`src/hw/nvm_pe_defines.vh`:
```
// Register map, field positions and constants of the flash/EEPROM controller
`ifndef NVM_PE_DEFINES_VH
`define NVM_PE_DEFINES_VH

// Register addresses on the SFR bus
`define ADR_MODE_SEL 8'hEA
`define ADR_CONTROL 8'hEB
`define ADR_STATUS 8'hEC
`define ADR_TIME 8'hED
`define ADR_ADDR_LOW 8'hF2
`define ADR_ADDR_MID 8'hF3
`define ADR_ADDR_HIGH 8'hF4
`define ADR_DATA 8'hF5

// Reset values
`define RST_MODE_SEL 8'h00
`define RST_CONTROL 8'h03
`define RST_STATUS 8'h80
`define RST_BYTE 8'h00

// Mode select fields
`define MS_FLASH 7
`define MS_EEP 6
`define MS_PROGRAM 5
`define MS_ERASE 4
`define MS_PBUF 3
`define MS_OTP 2
`define MS_VERIFY 1
`define MS_PE_EN 0

// Control fields
`define CT_BULK_FLASH 7
`define CT_BULK_EEP 6
`define CT_EXIT_HI 5
`define CT_EXIT_LO 4
`define CT_WRITE 3
`define CT_READ 2
`define CT_CTRL_RST_N 1
`define CT_PBUF_RST_N 0
`define CT_PULSE_MASK 8'h3C
`define CT_IDLE_HIGH 8'h03

// Status fields
`define ST_DONE 7
`define ST_VFY_PASS 6
`define ST_IRQ 3
`define ST_WRITE 2
`define ST_ERASE 1
`define ST_VERIFY 0

// Unlock sequence
`define UNLOCK_FIRST 8'hA5
`define UNLOCK_SECOND 8'h5A

// Timer
`define PRESCALE_BITS 7
`define PRESCALE_LAST 7'h7F
`define TIMER_BITS 10
`define TIMER_ZERO 10'h000

// Page geometry
`define FLASH_PAGE_BITS 7
`define EEP_PAGE_BITS 4
`define FLASH_PAGE_LAST 8'h7F
`define EEP_PAGE_LAST 8'h0F
`define ERASED_BYTE 8'hFF

`endif

```
`src/hw/pe_timer.v`:
```
// Program/erase timer: divide-by-128 prescaler and 10-bit tick counter
`timescale 1ns/100ps
`default_nettype none
`include "nvm_pe_defines.vh"

module pe_timer #(
    parameter CNT_W = 10
) (
    // Clock and reset
    input wire clk_sys_in,
    input wire rst_n_in,
    // Control
    input wire start_in,
    input wire abort_in,
    input wire [CNT_W-1:0] limit_in,
    // Status
    output reg busy_out,
    output wire done_out
);

reg [`PRESCALE_BITS-1:0] pre_r;
reg [CNT_W-1:0] cnt_r;
wire tick;

assign tick = busy_out && (pre_r == `PRESCALE_LAST);
assign done_out = tick && (cnt_r == limit_in);

always @(posedge clk_sys_in) begin
    if (!rst_n_in || abort_in) begin
        busy_out <= 1'b0;
        pre_r <= {`PRESCALE_BITS{1'b0}};
        cnt_r <= {CNT_W{1'b0}};
    end else if (start_in) begin
        busy_out <= 1'b1;
        pre_r <= {`PRESCALE_BITS{1'b0}};
        cnt_r <= {CNT_W{1'b0}};
    end else if (busy_out) begin
        pre_r <= pre_r + 1'b1;
        if (done_out) begin
            busy_out <= 1'b0;
        end else if (tick) begin
            cnt_r <= cnt_r + 1'b1;
        end
    end
end

endmodule
`default_nettype wire

```
`src/hw/eep_unlock.v`:
```
// Two-write unlock sequence detector for EEPROM program/erase
`timescale 1ns/100ps
`default_nettype none
`include "nvm_pe_defines.vh"

module eep_unlock (
    // Clock and reset
    input wire clk_sys_in,
    input wire rst_n_in,
    // Data register writes
    input wire data_wr_in,
    input wire [7:0] data_in,
    input wire lock_in,
    // State
    output reg unlocked_out
);

reg first_seen_r;

always @(posedge clk_sys_in) begin
    if (!rst_n_in || lock_in) begin
        first_seen_r <= 1'b0;
        unlocked_out <= 1'b0;
    end else if (data_wr_in) begin
        first_seen_r <= (data_in == `UNLOCK_FIRST);
        if (first_seen_r && data_in == `UNLOCK_SECOND) begin
            unlocked_out <= 1'b1;
        end
    end
end

endmodule
`default_nettype wire

```
`src/hw/nvm_pe_ctrl.v`:
```
// Flash and data EEPROM program/erase/verify controller with SFR registers
`timescale 1ns/100ps
`default_nettype none
`include "nvm_pe_defines.vh"

module nvm_pe_ctrl #(
    parameter ADDR_W = 24
) (
    // Clock and reset
    input wire clk_sys_in,
    input wire rst_n_in,
    // SFR bus
    input wire [7:0] sfr_addr_in,
    input wire [7:0] sfr_wdata_in,
    input wire sfr_wr_in,
    input wire sfr_rd_in,
    output reg [7:0] sfr_rdata_out,
    // Memory array side
    input wire [7:0] nvm_rdata_in,
    input wire [7:0] nvm_expect_in,
    output reg [ADDR_W-1:0] nvm_addr_out,
    output reg [7:0] nvm_wdata_out,
    output reg nvm_rd_out,
    output reg nvm_wr_out,
    output reg nvm_program_out,
    output reg nvm_erase_out,
    output reg nvm_bulk_out,
    output reg nvm_flash_sel_out,
    output reg nvm_eep_sel_out,
    output reg nvm_otp_sel_out,
    output reg nvm_pbuf_sel_out,
    output reg nvm_pbuf_rst_out,
    output reg exit_pgm_out,
    output reg nvm_irq_out
);

// ============================================================
// States
localparam S_IDLE = 5'b00001;
localparam S_TIMED = 5'b00010;
localparam S_VFY_RD = 5'b00100;
localparam S_VFY_CMP = 5'b01000;
localparam S_DIRECT = 5'b10000;

// ============================================================
// Registers
reg [7:0] mode_sel_r;
reg [7:0] control_r;
reg [7:0] time_setting_r;
reg [ADDR_W-1:0] addr_r;
reg [7:0] data_r;
reg [23:0] cksum_r;
reg op_done_flag_r;
reg verify_pass_flag_r;
reg nvm_irq_flag_r;
reg [4:0] state_r;
reg [7:0] vfy_left_r;
reg bulk_r;

wire wr_mode_sel;
wire wr_control;
wire wr_status;
wire wr_time;
wire wr_addr_low;
wire wr_addr_mid;
wire wr_addr_high;
wire wr_data;
wire pe_enable;
wire write_mode_flag;
wire erase_mode_flag;
wire verify_mode_flag;
wire any_mode;
wire eep_unlocked;
wire target_ok;
wire start_write;
wire start_read;
wire launch_pe;
wire launch_bulk;
wire launch_vfy;
wire ctrl_reset;
wire timer_busy;
wire timer_done;
wire [`TIMER_BITS-1:0] timer_limit;
wire [ADDR_W-1:0] page_mask;
wire [7:0] vfy_last;
wire [7:0] nvm_status;
wire [7:0] expect_byte;
wire op_finish;

assign wr_mode_sel = sfr_wr_in && (sfr_addr_in == `ADR_MODE_SEL);
assign wr_control = sfr_wr_in && (sfr_addr_in == `ADR_CONTROL);
assign wr_status = sfr_wr_in && (sfr_addr_in == `ADR_STATUS);
assign wr_time = sfr_wr_in && (sfr_addr_in == `ADR_TIME);
assign wr_addr_low = sfr_wr_in && (sfr_addr_in == `ADR_ADDR_LOW);
assign wr_addr_mid = sfr_wr_in && (sfr_addr_in == `ADR_ADDR_MID);
assign wr_addr_high = sfr_wr_in && (sfr_addr_in == `ADR_ADDR_HIGH);
assign wr_data = sfr_wr_in && (sfr_addr_in == `ADR_DATA);

// ============================================================
// Mode decode
// enable gates modes
assign pe_enable = mode_sel_r[`MS_PE_EN];
assign verify_mode_flag = pe_enable && mode_sel_r[`MS_VERIFY] &&
    (mode_sel_r[`MS_PROGRAM] || mode_sel_r[`MS_ERASE]);
assign write_mode_flag = pe_enable && mode_sel_r[`MS_PROGRAM] &&
    !mode_sel_r[`MS_VERIFY];
assign erase_mode_flag = pe_enable && mode_sel_r[`MS_ERASE] &&
    !mode_sel_r[`MS_VERIFY];
assign any_mode = write_mode_flag || erase_mode_flag || verify_mode_flag;

assign target_ok = mode_sel_r[`MS_FLASH] ||
    (mode_sel_r[`MS_EEP] && eep_unlocked);

assign start_write = control_r[`CT_WRITE];
assign start_read = control_r[`CT_READ];
assign ctrl_reset = !control_r[`CT_CTRL_RST_N];

assign launch_bulk = (state_r == S_IDLE) && start_write && erase_mode_flag &&
    ((control_r[`CT_BULK_FLASH] && mode_sel_r[`MS_FLASH]) ||
     (control_r[`CT_BULK_EEP] && mode_sel_r[`MS_EEP] && eep_unlocked));
assign launch_pe = (state_r == S_IDLE) && start_write && target_ok &&
    (write_mode_flag || erase_mode_flag);
assign launch_vfy = (state_r == S_IDLE) && start_read && verify_mode_flag;

assign timer_limit = (launch_bulk || bulk_r) ? {time_setting_r, 2'b11} :
    {1'b0, time_setting_r, 1'b1};

assign page_mask = mode_sel_r[`MS_FLASH] ?
    ({ADDR_W{1'b1}} << `FLASH_PAGE_BITS) :
    ({ADDR_W{1'b1}} << `EEP_PAGE_BITS);
assign vfy_last = mode_sel_r[`MS_FLASH] ? `FLASH_PAGE_LAST : `EEP_PAGE_LAST;
assign expect_byte = mode_sel_r[`MS_ERASE] ? `ERASED_BYTE : nvm_expect_in;

assign op_finish = timer_done ||
    ((state_r == S_VFY_CMP) && (vfy_left_r == 8'h00));

assign nvm_status = {op_done_flag_r, verify_pass_flag_r, 2'b00,
    nvm_irq_flag_r, write_mode_flag, erase_mode_flag, verify_mode_flag};

// ============================================================
// Submodules
pe_timer #(
    .CNT_W(`TIMER_BITS)
) u_timer (
    .clk_sys_in(clk_sys_in),
    .rst_n_in(rst_n_in),
    .start_in(launch_pe || launch_bulk),
    .abort_in(ctrl_reset),
    .limit_in(timer_limit),
    .busy_out(timer_busy),
    .done_out(timer_done)
);

eep_unlock u_unlock (
    .clk_sys_in(clk_sys_in),
    .rst_n_in(rst_n_in),
    .data_wr_in(wr_data),
    .data_in(sfr_wdata_in),
    .lock_in(exit_pgm_out || ctrl_reset),
    .unlocked_out(eep_unlocked)
);

// ============================================================
// Software registers
always @(posedge clk_sys_in) begin
    if (!rst_n_in) begin
        mode_sel_r <= `RST_MODE_SEL;
        control_r <= `RST_CONTROL;
        time_setting_r <= `RST_BYTE;
        data_r <= `RST_BYTE;
    end else begin
        if (wr_mode_sel) begin
            mode_sel_r <= sfr_wdata_in;
        end
        if (wr_control) begin
            control_r <= sfr_wdata_in;
        end else begin
            control_r <= (control_r & ~`CT_PULSE_MASK) | `CT_IDLE_HIGH;
        end
        if (wr_time) begin
            time_setting_r <= sfr_wdata_in;
        end
        if (wr_data) begin
            data_r <= sfr_wdata_in;
        end else if (state_r == S_DIRECT) begin
            data_r <= nvm_rdata_in;
        end
    end
end

// ============================================================
// Address and checksum
always @(posedge clk_sys_in) begin
    if (!rst_n_in) begin
        addr_r <= {ADDR_W{1'b0}};
        cksum_r <= 24'h000000;
    end else begin
        if (wr_addr_low) begin
            addr_r[7:0] <= sfr_wdata_in;
        end else if (state_r == S_VFY_CMP) begin
            addr_r <= addr_r + 1'b1;
        end
        if (wr_addr_mid) begin
            addr_r[15:8] <= sfr_wdata_in;
        end
        if (wr_addr_high) begin
            addr_r[ADDR_W-1:16] <= sfr_wdata_in[ADDR_W-17:0];
        end
        if (mode_sel_r[`MS_PBUF] && !control_r[`CT_PBUF_RST_N]) begin
            cksum_r <= 24'h000000;
        end else if (state_r == S_VFY_CMP) begin
            cksum_r <= cksum_r + {16'h0000, nvm_rdata_in};
        end
    end
end

// ============================================================
// Sequencer and status flags
always @(posedge clk_sys_in) begin
    if (!rst_n_in) begin
        state_r <= S_IDLE;
        vfy_left_r <= 8'h00;
        bulk_r <= 1'b0;
        op_done_flag_r <= 1'b1;
        verify_pass_flag_r <= 1'b0;
        nvm_irq_flag_r <= 1'b0;
    end else if (ctrl_reset) begin
        state_r <= S_IDLE;
        bulk_r <= 1'b0;
        op_done_flag_r <= 1'b1;
    end else begin
        case (state_r)
            S_IDLE: begin
                if (launch_pe || launch_bulk) begin
                    state_r <= S_TIMED;
                    bulk_r <= launch_bulk;
                end else if (launch_vfy) begin
                    state_r <= S_VFY_RD;
                    vfy_left_r <= vfy_last;
                end else if (start_read && !any_mode) begin
                    state_r <= S_DIRECT;
                end
            end
            S_TIMED: begin
                if (!timer_busy) begin
                    state_r <= S_IDLE;
                    bulk_r <= 1'b0;
                end
            end
            S_VFY_RD: begin
                state_r <= S_VFY_CMP;
            end
            S_VFY_CMP: begin
                vfy_left_r <= vfy_left_r - 1'b1;
                if (vfy_left_r == 8'h00) begin
                    state_r <= S_IDLE;
                end else begin
                    state_r <= S_VFY_RD;
                end
            end
            S_DIRECT: begin
                state_r <= S_IDLE;
            end
            default: begin
                state_r <= S_IDLE;
            end
        endcase
        // done clears at start, sets at end
        if (launch_pe || launch_bulk || launch_vfy) begin
            op_done_flag_r <= 1'b0;
        end else if (op_finish) begin
            op_done_flag_r <= 1'b1;
        end
        if (launch_vfy) begin
            verify_pass_flag_r <= 1'b1;
        end else if (state_r == S_VFY_CMP && nvm_rdata_in != expect_byte) begin
            verify_pass_flag_r <= 1'b0;
        end else if (wr_status) begin
            verify_pass_flag_r <= sfr_wdata_in[`ST_VFY_PASS];
        end
        if (op_finish) begin
            nvm_irq_flag_r <= 1'b1;
        end else if (wr_status) begin
            nvm_irq_flag_r <= sfr_wdata_in[`ST_IRQ];
        end
    end
end

// ============================================================
// Memory strobes
always @(posedge clk_sys_in) begin
    if (!rst_n_in) begin
        nvm_addr_out <= {ADDR_W{1'b0}};
        nvm_wdata_out <= `RST_BYTE;
        nvm_rd_out <= 1'b0;
        nvm_wr_out <= 1'b0;
        nvm_program_out <= 1'b0;
        nvm_erase_out <= 1'b0;
        nvm_bulk_out <= 1'b0;
        nvm_flash_sel_out <= 1'b0;
        nvm_eep_sel_out <= 1'b0;
        nvm_otp_sel_out <= 1'b0;
        nvm_pbuf_sel_out <= 1'b0;
        nvm_pbuf_rst_out <= 1'b0;
        exit_pgm_out <= 1'b0;
        nvm_irq_out <= 1'b0;
    end else begin
        if (state_r == S_TIMED || launch_pe || launch_bulk) begin
            nvm_addr_out <= addr_r & page_mask;
        end else begin
            nvm_addr_out <= addr_r;
        end
        nvm_wdata_out <= data_r;
        nvm_rd_out <= (state_r == S_VFY_RD) ||
            ((state_r == S_IDLE) && start_read && !any_mode);
        nvm_wr_out <= (state_r == S_IDLE) && start_write && !any_mode;
        nvm_program_out <= timer_busy && !ctrl_reset &&
            mode_sel_r[`MS_PROGRAM];
        nvm_erase_out <= timer_busy && !ctrl_reset &&
            mode_sel_r[`MS_ERASE];
        nvm_bulk_out <= timer_busy && !ctrl_reset && bulk_r;
        nvm_flash_sel_out <= mode_sel_r[`MS_FLASH];
        nvm_eep_sel_out <= mode_sel_r[`MS_EEP];
        nvm_otp_sel_out <= mode_sel_r[`MS_OTP];
        nvm_pbuf_sel_out <= mode_sel_r[`MS_PBUF];
        nvm_pbuf_rst_out <= !mode_sel_r[`MS_PBUF] &&
            !control_r[`CT_PBUF_RST_N];
        exit_pgm_out <= control_r[`CT_EXIT_HI] && control_r[`CT_EXIT_LO];
        nvm_irq_out <= nvm_irq_flag_r;
    end
end

// ============================================================
// Read mux
always @(posedge clk_sys_in) begin
    if (!rst_n_in) begin
        sfr_rdata_out <= `RST_BYTE;
    end else if (sfr_rd_in) begin
        if (sfr_addr_in == `ADR_MODE_SEL) begin
            sfr_rdata_out <= mode_sel_r;
        end else if (sfr_addr_in == `ADR_CONTROL) begin
            sfr_rdata_out <= control_r;
        end else if (sfr_addr_in == `ADR_STATUS) begin
            sfr_rdata_out <= nvm_status;
        end else if (sfr_addr_in == `ADR_TIME) begin
            sfr_rdata_out <= time_setting_r;
        end else if (sfr_addr_in == `ADR_ADDR_LOW) begin
            sfr_rdata_out <= cksum_r[7:0];
        end else if (sfr_addr_in == `ADR_ADDR_MID) begin
            sfr_rdata_out <= cksum_r[15:8];
        end else if (sfr_addr_in == `ADR_ADDR_HIGH) begin
            sfr_rdata_out <= cksum_r[23:16];
        end else if (sfr_addr_in == `ADR_DATA) begin
            sfr_rdata_out <= data_r;
        end else begin
            sfr_rdata_out <= `RST_BYTE;
        end
    end
end

endmodule
`default_nettype wire

```
`config.mk`:
```
export PLATFORM = sky130hd
export DESIGN_NAME = nvm_pe_ctrl
export DESIGN_NICKNAME = d
export VERILOG_FILES = /design/src/hw/pe_timer.v /design/src/hw/eep_unlock.v /design/src/hw/nvm_pe_ctrl.v
export VERILOG_INCLUDE_DIRS = /design/src /design/src/hw
export SDC_FILE = /design/constraint.sdc
export NUM_CORES = 1
export LEC_CHECK = 0
export BUFFER_PORTS_ARGS = -buffer_cell sky130_fd_sc_hd__buf_4
export CAP_MARGIN = 20
export CORE_MARGIN = 1.5
export CORE_UTILIZATION = 50
export CTS_CLUSTER_DIAMETER = 40
export DETAILED_ROUTE_END_ITERATION = 12
export PLACE_DENSITY = 0.68
export SLEW_MARGIN = 40
export SYNTH_ARGS = -nofsm -noshare
export SYNTH_HDL_FRONTEND = slang
export SYNTH_SLANG_ARGS = --single-unit
```
`constraint.sdc`:
```
create_clock -name clk_sys_in -period 5.3 [get_ports clk_sys_in]
set_clock_uncertainty 0.1 [all_clocks]
set_input_delay 0.53 -clock clk_sys_in [delete_from_list [all_inputs] [get_ports clk_sys_in]]
set_output_delay 0.53 -clock clk_sys_in [all_outputs]
set_load 0.02 [all_outputs]
```
Word level (Yosys, flattened, before mapping)
Cells that the tools add are included.

cells by class
  eq/ne operators = 25
  mux-type cells = 42
  reduce and logical (&&, ||, !) cells = 84
  add/subtract/negate cells = 5
  bitwise logic cells = 3

operators with widths
  kind                   number
  $mux 8                 16
  $eq 8x8->1 const B     9
  $mux 24                2
  $logic_and 1x1->1      40
  $add 24x1->24 const B  1
  $add 24x8->24          1
  $and 24x24->24         1
  $mux 5                 4
  $pmux 5 s4             1
  $mux 16                1
  $pmux 8 s2             1
  $reduce_and 2->1       8
  $reduce_bool 2->1      8
  $logic_or 1x1->1       15
  $mux 7                 2
  $mux 1                 12
  $add 10x1->10 const B  1
  $eq 10x10->1           1
  $mux 10                1
  $eq 8x7->1 const B     1
  $logic_not 8->1        1
  $ne 8x8->1             1
  $sub 8x1->8 const B    1
  $add 7x1->7 const B    1
  17 further kinds       29

word-level totals
  input bits = 36
  register bits = 169

Depth between registers and ports, before layout
Gate-level depths: netlist of run 1.

  depth after elaboration = 11
  mapped depth = 10
  gate-level depth less buffers = 10

Hierarchy
From an unflattened synthesis of run 1, not the netlist that was laid out.

unflattened totals
  cells, all modules = 983
  area total of the unflattened synthesis = 8389.3 µm²

modules (own cells, without submodules)
  module       instances  area each (µm²)  cells an instance  sequential area each (µm²)
  nvm_pe_ctrl  1          7233.2           849                2982.9
  pe_timer     1          1026.0           121                360.3
  eep_unlock   1          130.1            13                 40.0

Worst setup path after synthesis of run 1
OpenSTA, ideal clock, no wires.

  path kind = input-to-reg
  start = input port nvm_rdata_in[0]
  end = register cksum_r[12]
  stages on the path = 10
  arrival = 2389 ps
  setup time = 128 ps
  setup slack = 2684 ps
  required time = 5072 ps
  path through = ha_1 -> inv_1 -> fa_1 -> nor2b_1 -> o21ai_0 -> a21boi_0 -> o21ai_1 -> a2111oi_0 -> xnor2_1 -> nor2_1

between the ends
  cells in the longest elaborated chain, start to end = 1

RTL lines
  item                    line               RTL
  start: declaration      nvm_pe_ctrl.v:19   input wire [7:0] nvm_rdata_in,
  $add 24x8->24           nvm_pe_ctrl.v:212  cksum_r <= cksum_r + {16'h0000, nvm_rdata_in};
  end signal: assignment  nvm_pe_ctrl.v:212
  end: declaration        nvm_pe_ctrl.v:52   reg [23:0] cksum_r;

Every way passes these cells.
A chain may end at the register's enable or synchronous reset.

Final worst setup path of run 1
  start = register cksum_r[0]
  end = register cksum_r[20]

between the ends
  cells in the longest elaborated chain, start to end = 1

RTL lines
  item           line
  $add 24x8->24  nvm_pe_ctrl.v:212

Every way passes these cells.

==> flow_metrics.env, run 1 <==
export IMPL_outcome="completed"
export IMPL_relSlewSlack_pct=45.6
export IMPL_port_buffers=87
export IMPL_grt_use_total_pct=25.7
export IMPL_wl_per_cell_um=17.2
export IMPL_rows=46
export IMPL_synth_fp_nets=999
export IMPL_nNetsFinal=1053
export IMPL_wl_um=21100
export IMPL_hold_buffers=0
export IMPL_crit_family="compound AO/OA/AOI/OAI gates"
export IMPL_hold_viol=0
export IMPL_setup_viol=0
export IMPL_drt_iter0_markers=578
export IMPL_critPathMaxFanout=10
export IMPL_synthToLayoutAreaGrowth_pct=15.4
export IMPL_drive_gt1_share_pct=14.7
export IMPL_synthFlopType="dfxtp_1"
export IMPL_rsz0062_at_grt="no"
export IMPL_synth_area_leaders="dfxtp_1 41%, nor2_1 5.2%, a21oi_1 4.5%"
export IMPL_die_y_um=131
export IMPL_hpwlAfterDp_um=14900
export IMPL_ios=88
export IMPL_die_w_um=131
export IMPL_cts_root_buf="clkbuf_16"
export IMPL_grt_max_degree=65
export IMPL_via_count=7099
export IMPL_drv_slew=0
export IMPL_arrival_ns=2.96
export IMPL_async_reset_ff_share_pct=0
export IMPL_avgSynthCellArea_um2=8.58
export IMPL_fin_crit_sh_pct=51.9
export IMPL_irDropWorstVdd_mv=0.270
export IMPL_fin_util_pct=59.2
export IMPL_met1_usage_pct=34.7
export IMPL_drtAntennaViolNets=0
export IMPL_finalCriticalPeriod_ns=2.75
export IMPL_fin_setup_tns_ns=0
export IMPL_max_freq_ghz=0.364
export IMPL_insertion_delay_ns=0.43
export IMPL_drv_cap=0
export IMPL_synth_top_area_share_pct=41.5
export IMPL_synthesis_area_um2=8150
export IMPL_start_util_pct=51.3
export IMPL_core_um2=15900
export IMPL_tritoncts="built"
export IMPL_p_per_area_nw_per_um2=272
export IMPL_use_met2_pct=41.6
export IMPL_path_cells="ha_1 -> inv_1 -> fa_1 -> nor2b_1 -> o21ai_0 -> a21boi_0 -> o21ai_1 -> a2111oi_0 -> xnor2_1 -> nor2_1"
export IMPL_synth_edf_count=0
export IMPL_use_met3_pct=4.23
export IMPL_num_antenna_cells=0
export IMPL_setup_ws_ns=2.55
export IMPL_post_cts_setup_buffers=0
export IMPL_numCtsBuffers=17
export IMPL_grt_pass1_vias=6233
export IMPL_die_area_um2=17100
export IMPL_criticalPathCategory="reg -> reg"
export IMPL_worst_slew_pin_slew_ns=0.813
export IMPL_ys_seq_area_share_pct=41.5
export IMPL_max_stage_delay_ns=0.55
export IMPL_drc=0
export IMPL_clkTransAtPathRegs_ns=0.07
export IMPL_grt_remaining_overflow=0
export IMPL_grt_pass1_wl_um=33800
export IMPL_hp_class="in -> reg"
export IMPL_leakagePower_nw=3.54
export IMPL_yosysUniqueCellTypes=75
export IMPL_critPathBufInv=1
export IMPL_hold_slack_ns=0.319
export IMPL_drt_first_pass_iters=5
export IMPL_crit_path_end_kind="register"
export IMPL_clk_path_buf_depth=2
export IMPL_startpoint_type="register"
export IMPL_cts_resized=0
export IMPL_yosys_warnings=0
export IMPL_pre_cts_ws_ns=2.26
export IMPL_gp_congestion=0.867
export IMPL_crit_slowest_cell="a2111oi_0"
export IMPL_antenna_found_initial=0
export IMPL_synth_cells=950
export IMPL_yosys_register_bits=169
export IMPL_clock_sinks=169
export IMPL_cp_required_ns=5.51
export IMPL_busiest_layer="met2"
export IMPL_synth_top_cell_by_area="dfxtp_1"
export IMPL_cts_max_level=4
export IMPL_avgViaCountPerCell=5.76
==> path summary, 6_finish.rpt <==
path,slack [ns],to,start,depth (start not counted)
setup / recovery,2.55,cksum_r[20],cksum_r[0],10
hold / removal,0.32,control_r[0],sfr_wdata_in[0],2
setup reg to reg,2.55,cksum_r[20],cksum_r[0],10
hold reg to reg,0.37,sfr_rdata_out[6],sfr_rdata_out[6],2
==> cells by family after synthesis <==
family / share of synthesized area (%)
and+or+nand+nor: 23.8
xor gates and xnor gates: 6.44
AOI/OAI and AO/OA: 18.0
adders and majority gates: 2.09
muxes: 3.97
DFF: 41.5
buffers and inverters: 4.14
==> cell usage after synthesis (all sizes together), types with 24 or more instances <==
master and n:
a211oi 29, a21oi 73, and2 35, and3 24
clkbuf 47, dfxtp 169, mux2i 29, nand2 71
nand3 27, nor2 113, nor3 24, o21ai 43
xnor2 34, xor2 26
==> through the flow <==
stage / cell area, um^2 / power [mW] / instances
2_1_floorplan: 8150 / 1.37 / 950
3_3_place_gp: 8850 / 1.42 / 1201
3_5_place_dp: 8850 / 1.42 / 1201
4_1_cts: 9400 / 2.57 / 1232
5_1_grt: 9410 / 2.64 / 1232
6_report: 9410 / 2.56 / 1232
==> worst register-to-register path: cells and delay by family, from the launching register on <==
| kind | cells | cell delay [ns] |
|---|---|---|
| xor+xnor | 1 | 0.17 |
| flops | 1 | 0.38 |
| simple gates | 2 | 0.17 |
| fa+ha+maj | 2 | 0.59 |
| buf+inv | 1 | 0.05 |
| compound gates | 4 | 1.17 |
==> power by group <==
group	leakage, nW	total (mW)	internal [mW]	switching [mW]
clock	0.262	1.17	0.645	0.521
sequential	1.36	1.28	1.27	0.00293
combinational	1.91	0.114	0.0415	0.0729
total	3.54	2.56	1.96	0.597
==> cells in the final DEF, fill, tap and decap left out, drive strengths merged, types with 7 or more instances in the layout <==
cell / synthesis / layout
xor2: 26 / 26
nand2: 71 / 71
and3: 24 / 24
or4: 9 / 9
ha: 12 / 12
a22oi: 8 / 8
o21ai: 43 / 43
a222oi: 7 / 7
o31ai: 7 / 7
a21oi: 73 / 73
nand3: 27 / 27
buf: 9 / 91
xnor2: 34 / 34
inv: 22 / 25
nor2b: 7 / 7
nand2b: 10 / 10
nor2: 113 / 113
nor3: 24 / 24
and2: 35 / 35
a211oi: 29 / 29
or3: 14 / 14
clkbuf: 47 / 17
dfxtp: 169 / 169
mux2i: 29 / 29
nand4: 19 / 19
==> sequential cells by signal, indices dropped and copies added, names as in the netlist, 8 cells and up <==
register        cells
sfr_rdata_out       8
control_r           8
nvm_addr_out       24
mode_sel_r          8
cksum_r            24
u_timer.cnt_r      10
addr_r             24
time_setting_r      8
data_r              8
nvm_wdata_out       8
vfy_left_r          8
==> cell type report <==
cell class	instances	area (um^2)
Clock inverter	14	124
Inverter	22	82.6
Multi-Input combinational cell	703	4440
Tap cell	216	270
Fill cell	1485	6480
Timing Repair Buffer	91	683
Clock buffer	17	425
Sequential cell	169	3380
==> layer usage <==
| layer | vias up | part of all wire (%) |
|---|---|---|
| li1 | 3511 | - |
| met4 | 0 | 2.4 |
| met5 | - | 0 |
| met1 | 3346 | 45 |
| met3 | 40 | 5.4 |
| met2 | 202 | 47 |
Note: power is estimated with default switching activity, not from simulation.
==> run 2: changes to the inputs <==
Settings changed: PLACE_DENSITY 0.68 to 0.7.
Clock period 5.3 ns to 2.2 ns, I/O delays scaled along.
==> run 2 against run 1 <==
  * The run now ends with setup timing left
  * Global-route usage is 3.1 points higher
  * Final area is 16% higher
  * Utilization is 9.5 points higher
  * Via count is 11% higher
  * Routed wire length is 13% higher
  * Hold slack worse by 0.28 ns
  * Sequential power is 140% higher
  * Fmax is 16% higher
==> flow_metrics.env, run 2 (synthesis results as in run 1) <==
export IMPL_rows=46
export IMPL_num_antenna_cells=0
export IMPL_avgViaCountPerCell=5.77
export IMPL_criticalPathCategory="reg -> reg"
export IMPL_hold_viol=0
export IMPL_clk_path_buf_depth=2
export IMPL_antenna_found_initial=0
export IMPL_setup_viol=19
export IMPL_hpwlAfterDp_um=16700
export IMPL_clock_sinks=169
export IMPL_grt_pass1_wl_um=38200
export IMPL_via_count=7862
export IMPL_wl_per_cell_um=17.5
export IMPL_worst_slew_pin_slew_ns=0.751
export IMPL_rsz0062_at_grt="yes"
export IMPL_drv_slew=0
export IMPL_nNetsFinal=1183
export IMPL_die_area_um2=17100
export IMPL_die_y_um=131
export IMPL_finalCriticalPeriod_ns=2.37
export IMPL_final_cell_mix="211 x buf_4, 156 x dfxtp_1, 109 x nor2_1"
export IMPL_start_util_pct=51.3
export IMPL_grt_remaining_overflow=0
export IMPL_outcome="complete, but fails checks"
export IMPL_max_freq_ghz=0.422
export IMPL_gp_congestion=0.938
export IMPL_wl_um=23900
export IMPL_p_per_area_nw_per_um2=587
export IMPL_fin_crit_sh_pct=108
export IMPL_fin_setup_tns_ns=-1.71
export IMPL_critPathMaxFanout=6
export IMPL_ios=88
export IMPL_relSlewSlack_pct=49.8
export IMPL_insertion_delay_ns=0.43
export IMPL_numCtsBuffers=17
export IMPL_grt_pass1_vias=7437
export IMPL_grt_use_total_pct=28.9
export IMPL_port_buffers=87
export IMPL_core_um2=15900
export IMPL_drtAntennaViolNets=0
export IMPL_leakagePower_nw=4.29
export IMPL_hold_slack_ns=0.0365
export IMPL_multiInputGateArea_um2=4880
export IMPL_cts_max_level=4
export IMPL_arrival_ns=2.63
export IMPL_cp_required_ns=2.46
export IMPL_setup_ws_ns=-0.170
export IMPL_tritoncts="built"
export IMPL_grt_max_degree=42
export IMPL_drt_first_pass_iters=7
export IMPL_drv_cap=0
export IMPL_fillCellCount=1265
export IMPL_die_w_um=131
export IMPL_clkTransAtPathRegs_ns=0.07
export IMPL_synthToLayoutAreaGrowth_pct=33.9
export IMPL_hold_buffers=0
export IMPL_startpoint_type="register"
export IMPL_hp_class="in -> reg"
export IMPL_drive_gt1_share_pct=30.3
export IMPL_cts_root_buf="clkbuf_16"
export IMPL_top_regs="addr_r x24, cksum_r x24, nvm_addr_out x24"
export IMPL_layout_commonest_cell="buf_4"
export IMPL_drt_iter0_markers=816
export IMPL_drc=0
export IMPL_irDropWorstVdd_mv=0.535
export IMPL_violations="setup timing"
export IMPL_seq_area_um2=3400
export IMPL_crit_path_end_kind="register"
==> run 2: critical path, cell delays in order (launching register included) <==
cell and delay (ns):
dfxtp_4 0.36, nor3_4 0.23, buf_4 0.16, a41oi_2 0.12, mux2i_1 0.24, nand3_2 0.11, buf_4 0.17, o311ai_4 0.34
buf_4 0.18, buf_4 0.10, o21ai_0 0.07, a21oi_1 0.11
==> run 2: worst paths after layout <==
check / from / to / slack (ns) / cells after the start
max: state_r[1] / u_timer.cnt_r[4] / -0.17 / 11
min: sfr_wdata_in[0] / control_r[0] / 0.04 / 2
max reg2reg: state_r[1] / u_timer.cnt_r[4] / -0.17 / 11
min reg2reg: sfr_rdata_out[7] / sfr_rdata_out[7] / 0.38 / 2
==> run 2: metal layers <==
metal / track usage [%] / routed length, um / part of all wire (%)
met4: 11.2 / 659 / 2.8
met5: 0 / 0 / 0
met3: 5.01 / 1420 / 5.9
met2: 47.9 / 11500 / 48
met1: 37.6 / 10300 / 43
==> run 2: report_power, final <==
| part | internal [mW] | switching, mW |
|---|---|---|
| combinational | 0.134 | 0.199 |
| clock | 1.70 | 1.31 |
| sequential | 3.06 | 0.00577 |
| total | 4.90 | 1.51 |
==> run 2: area by class of cell <==
cell class                      instances  area share (%)
Multi-Input combinational cell        706            44.7
Sequential cell                       169            31.2
Timing Repair Buffer                  218            15.5
Clock buffer                           17            3.90
Tap cell                              216            2.47
Clock inverter                         15            1.50
Inverter                               22           0.779
==> run 2: stage by stage <==
stage	power, mW	area (um^2)	util, %	instances	setup WS (ns)
2_1_floorplan	3.30	8280	-	950	-0.0493
3_3_place_gp	3.45	9800	61.7	1306	-0.105
3_5_place_dp	3.46	9800	61.7	1306	-0.144
4_1_cts	6.42	10700	67.6	1359	-0.103
5_1_grt	6.60	10900	68.8	1363	-0.323
6_report	6.41	10900	68.8	1363	-0.170
==> run 2: repair_timing <==
action | 4_1_cts | 5_1_grt
setup buffers | 19 | 4
endpoints found under the hold margin | 0 | 0
gates resized for setup | 42 | 48
endpoints found under the setup margin | 34 | 49
pin swaps | 32 | 41
gates cloned | 3 | 0
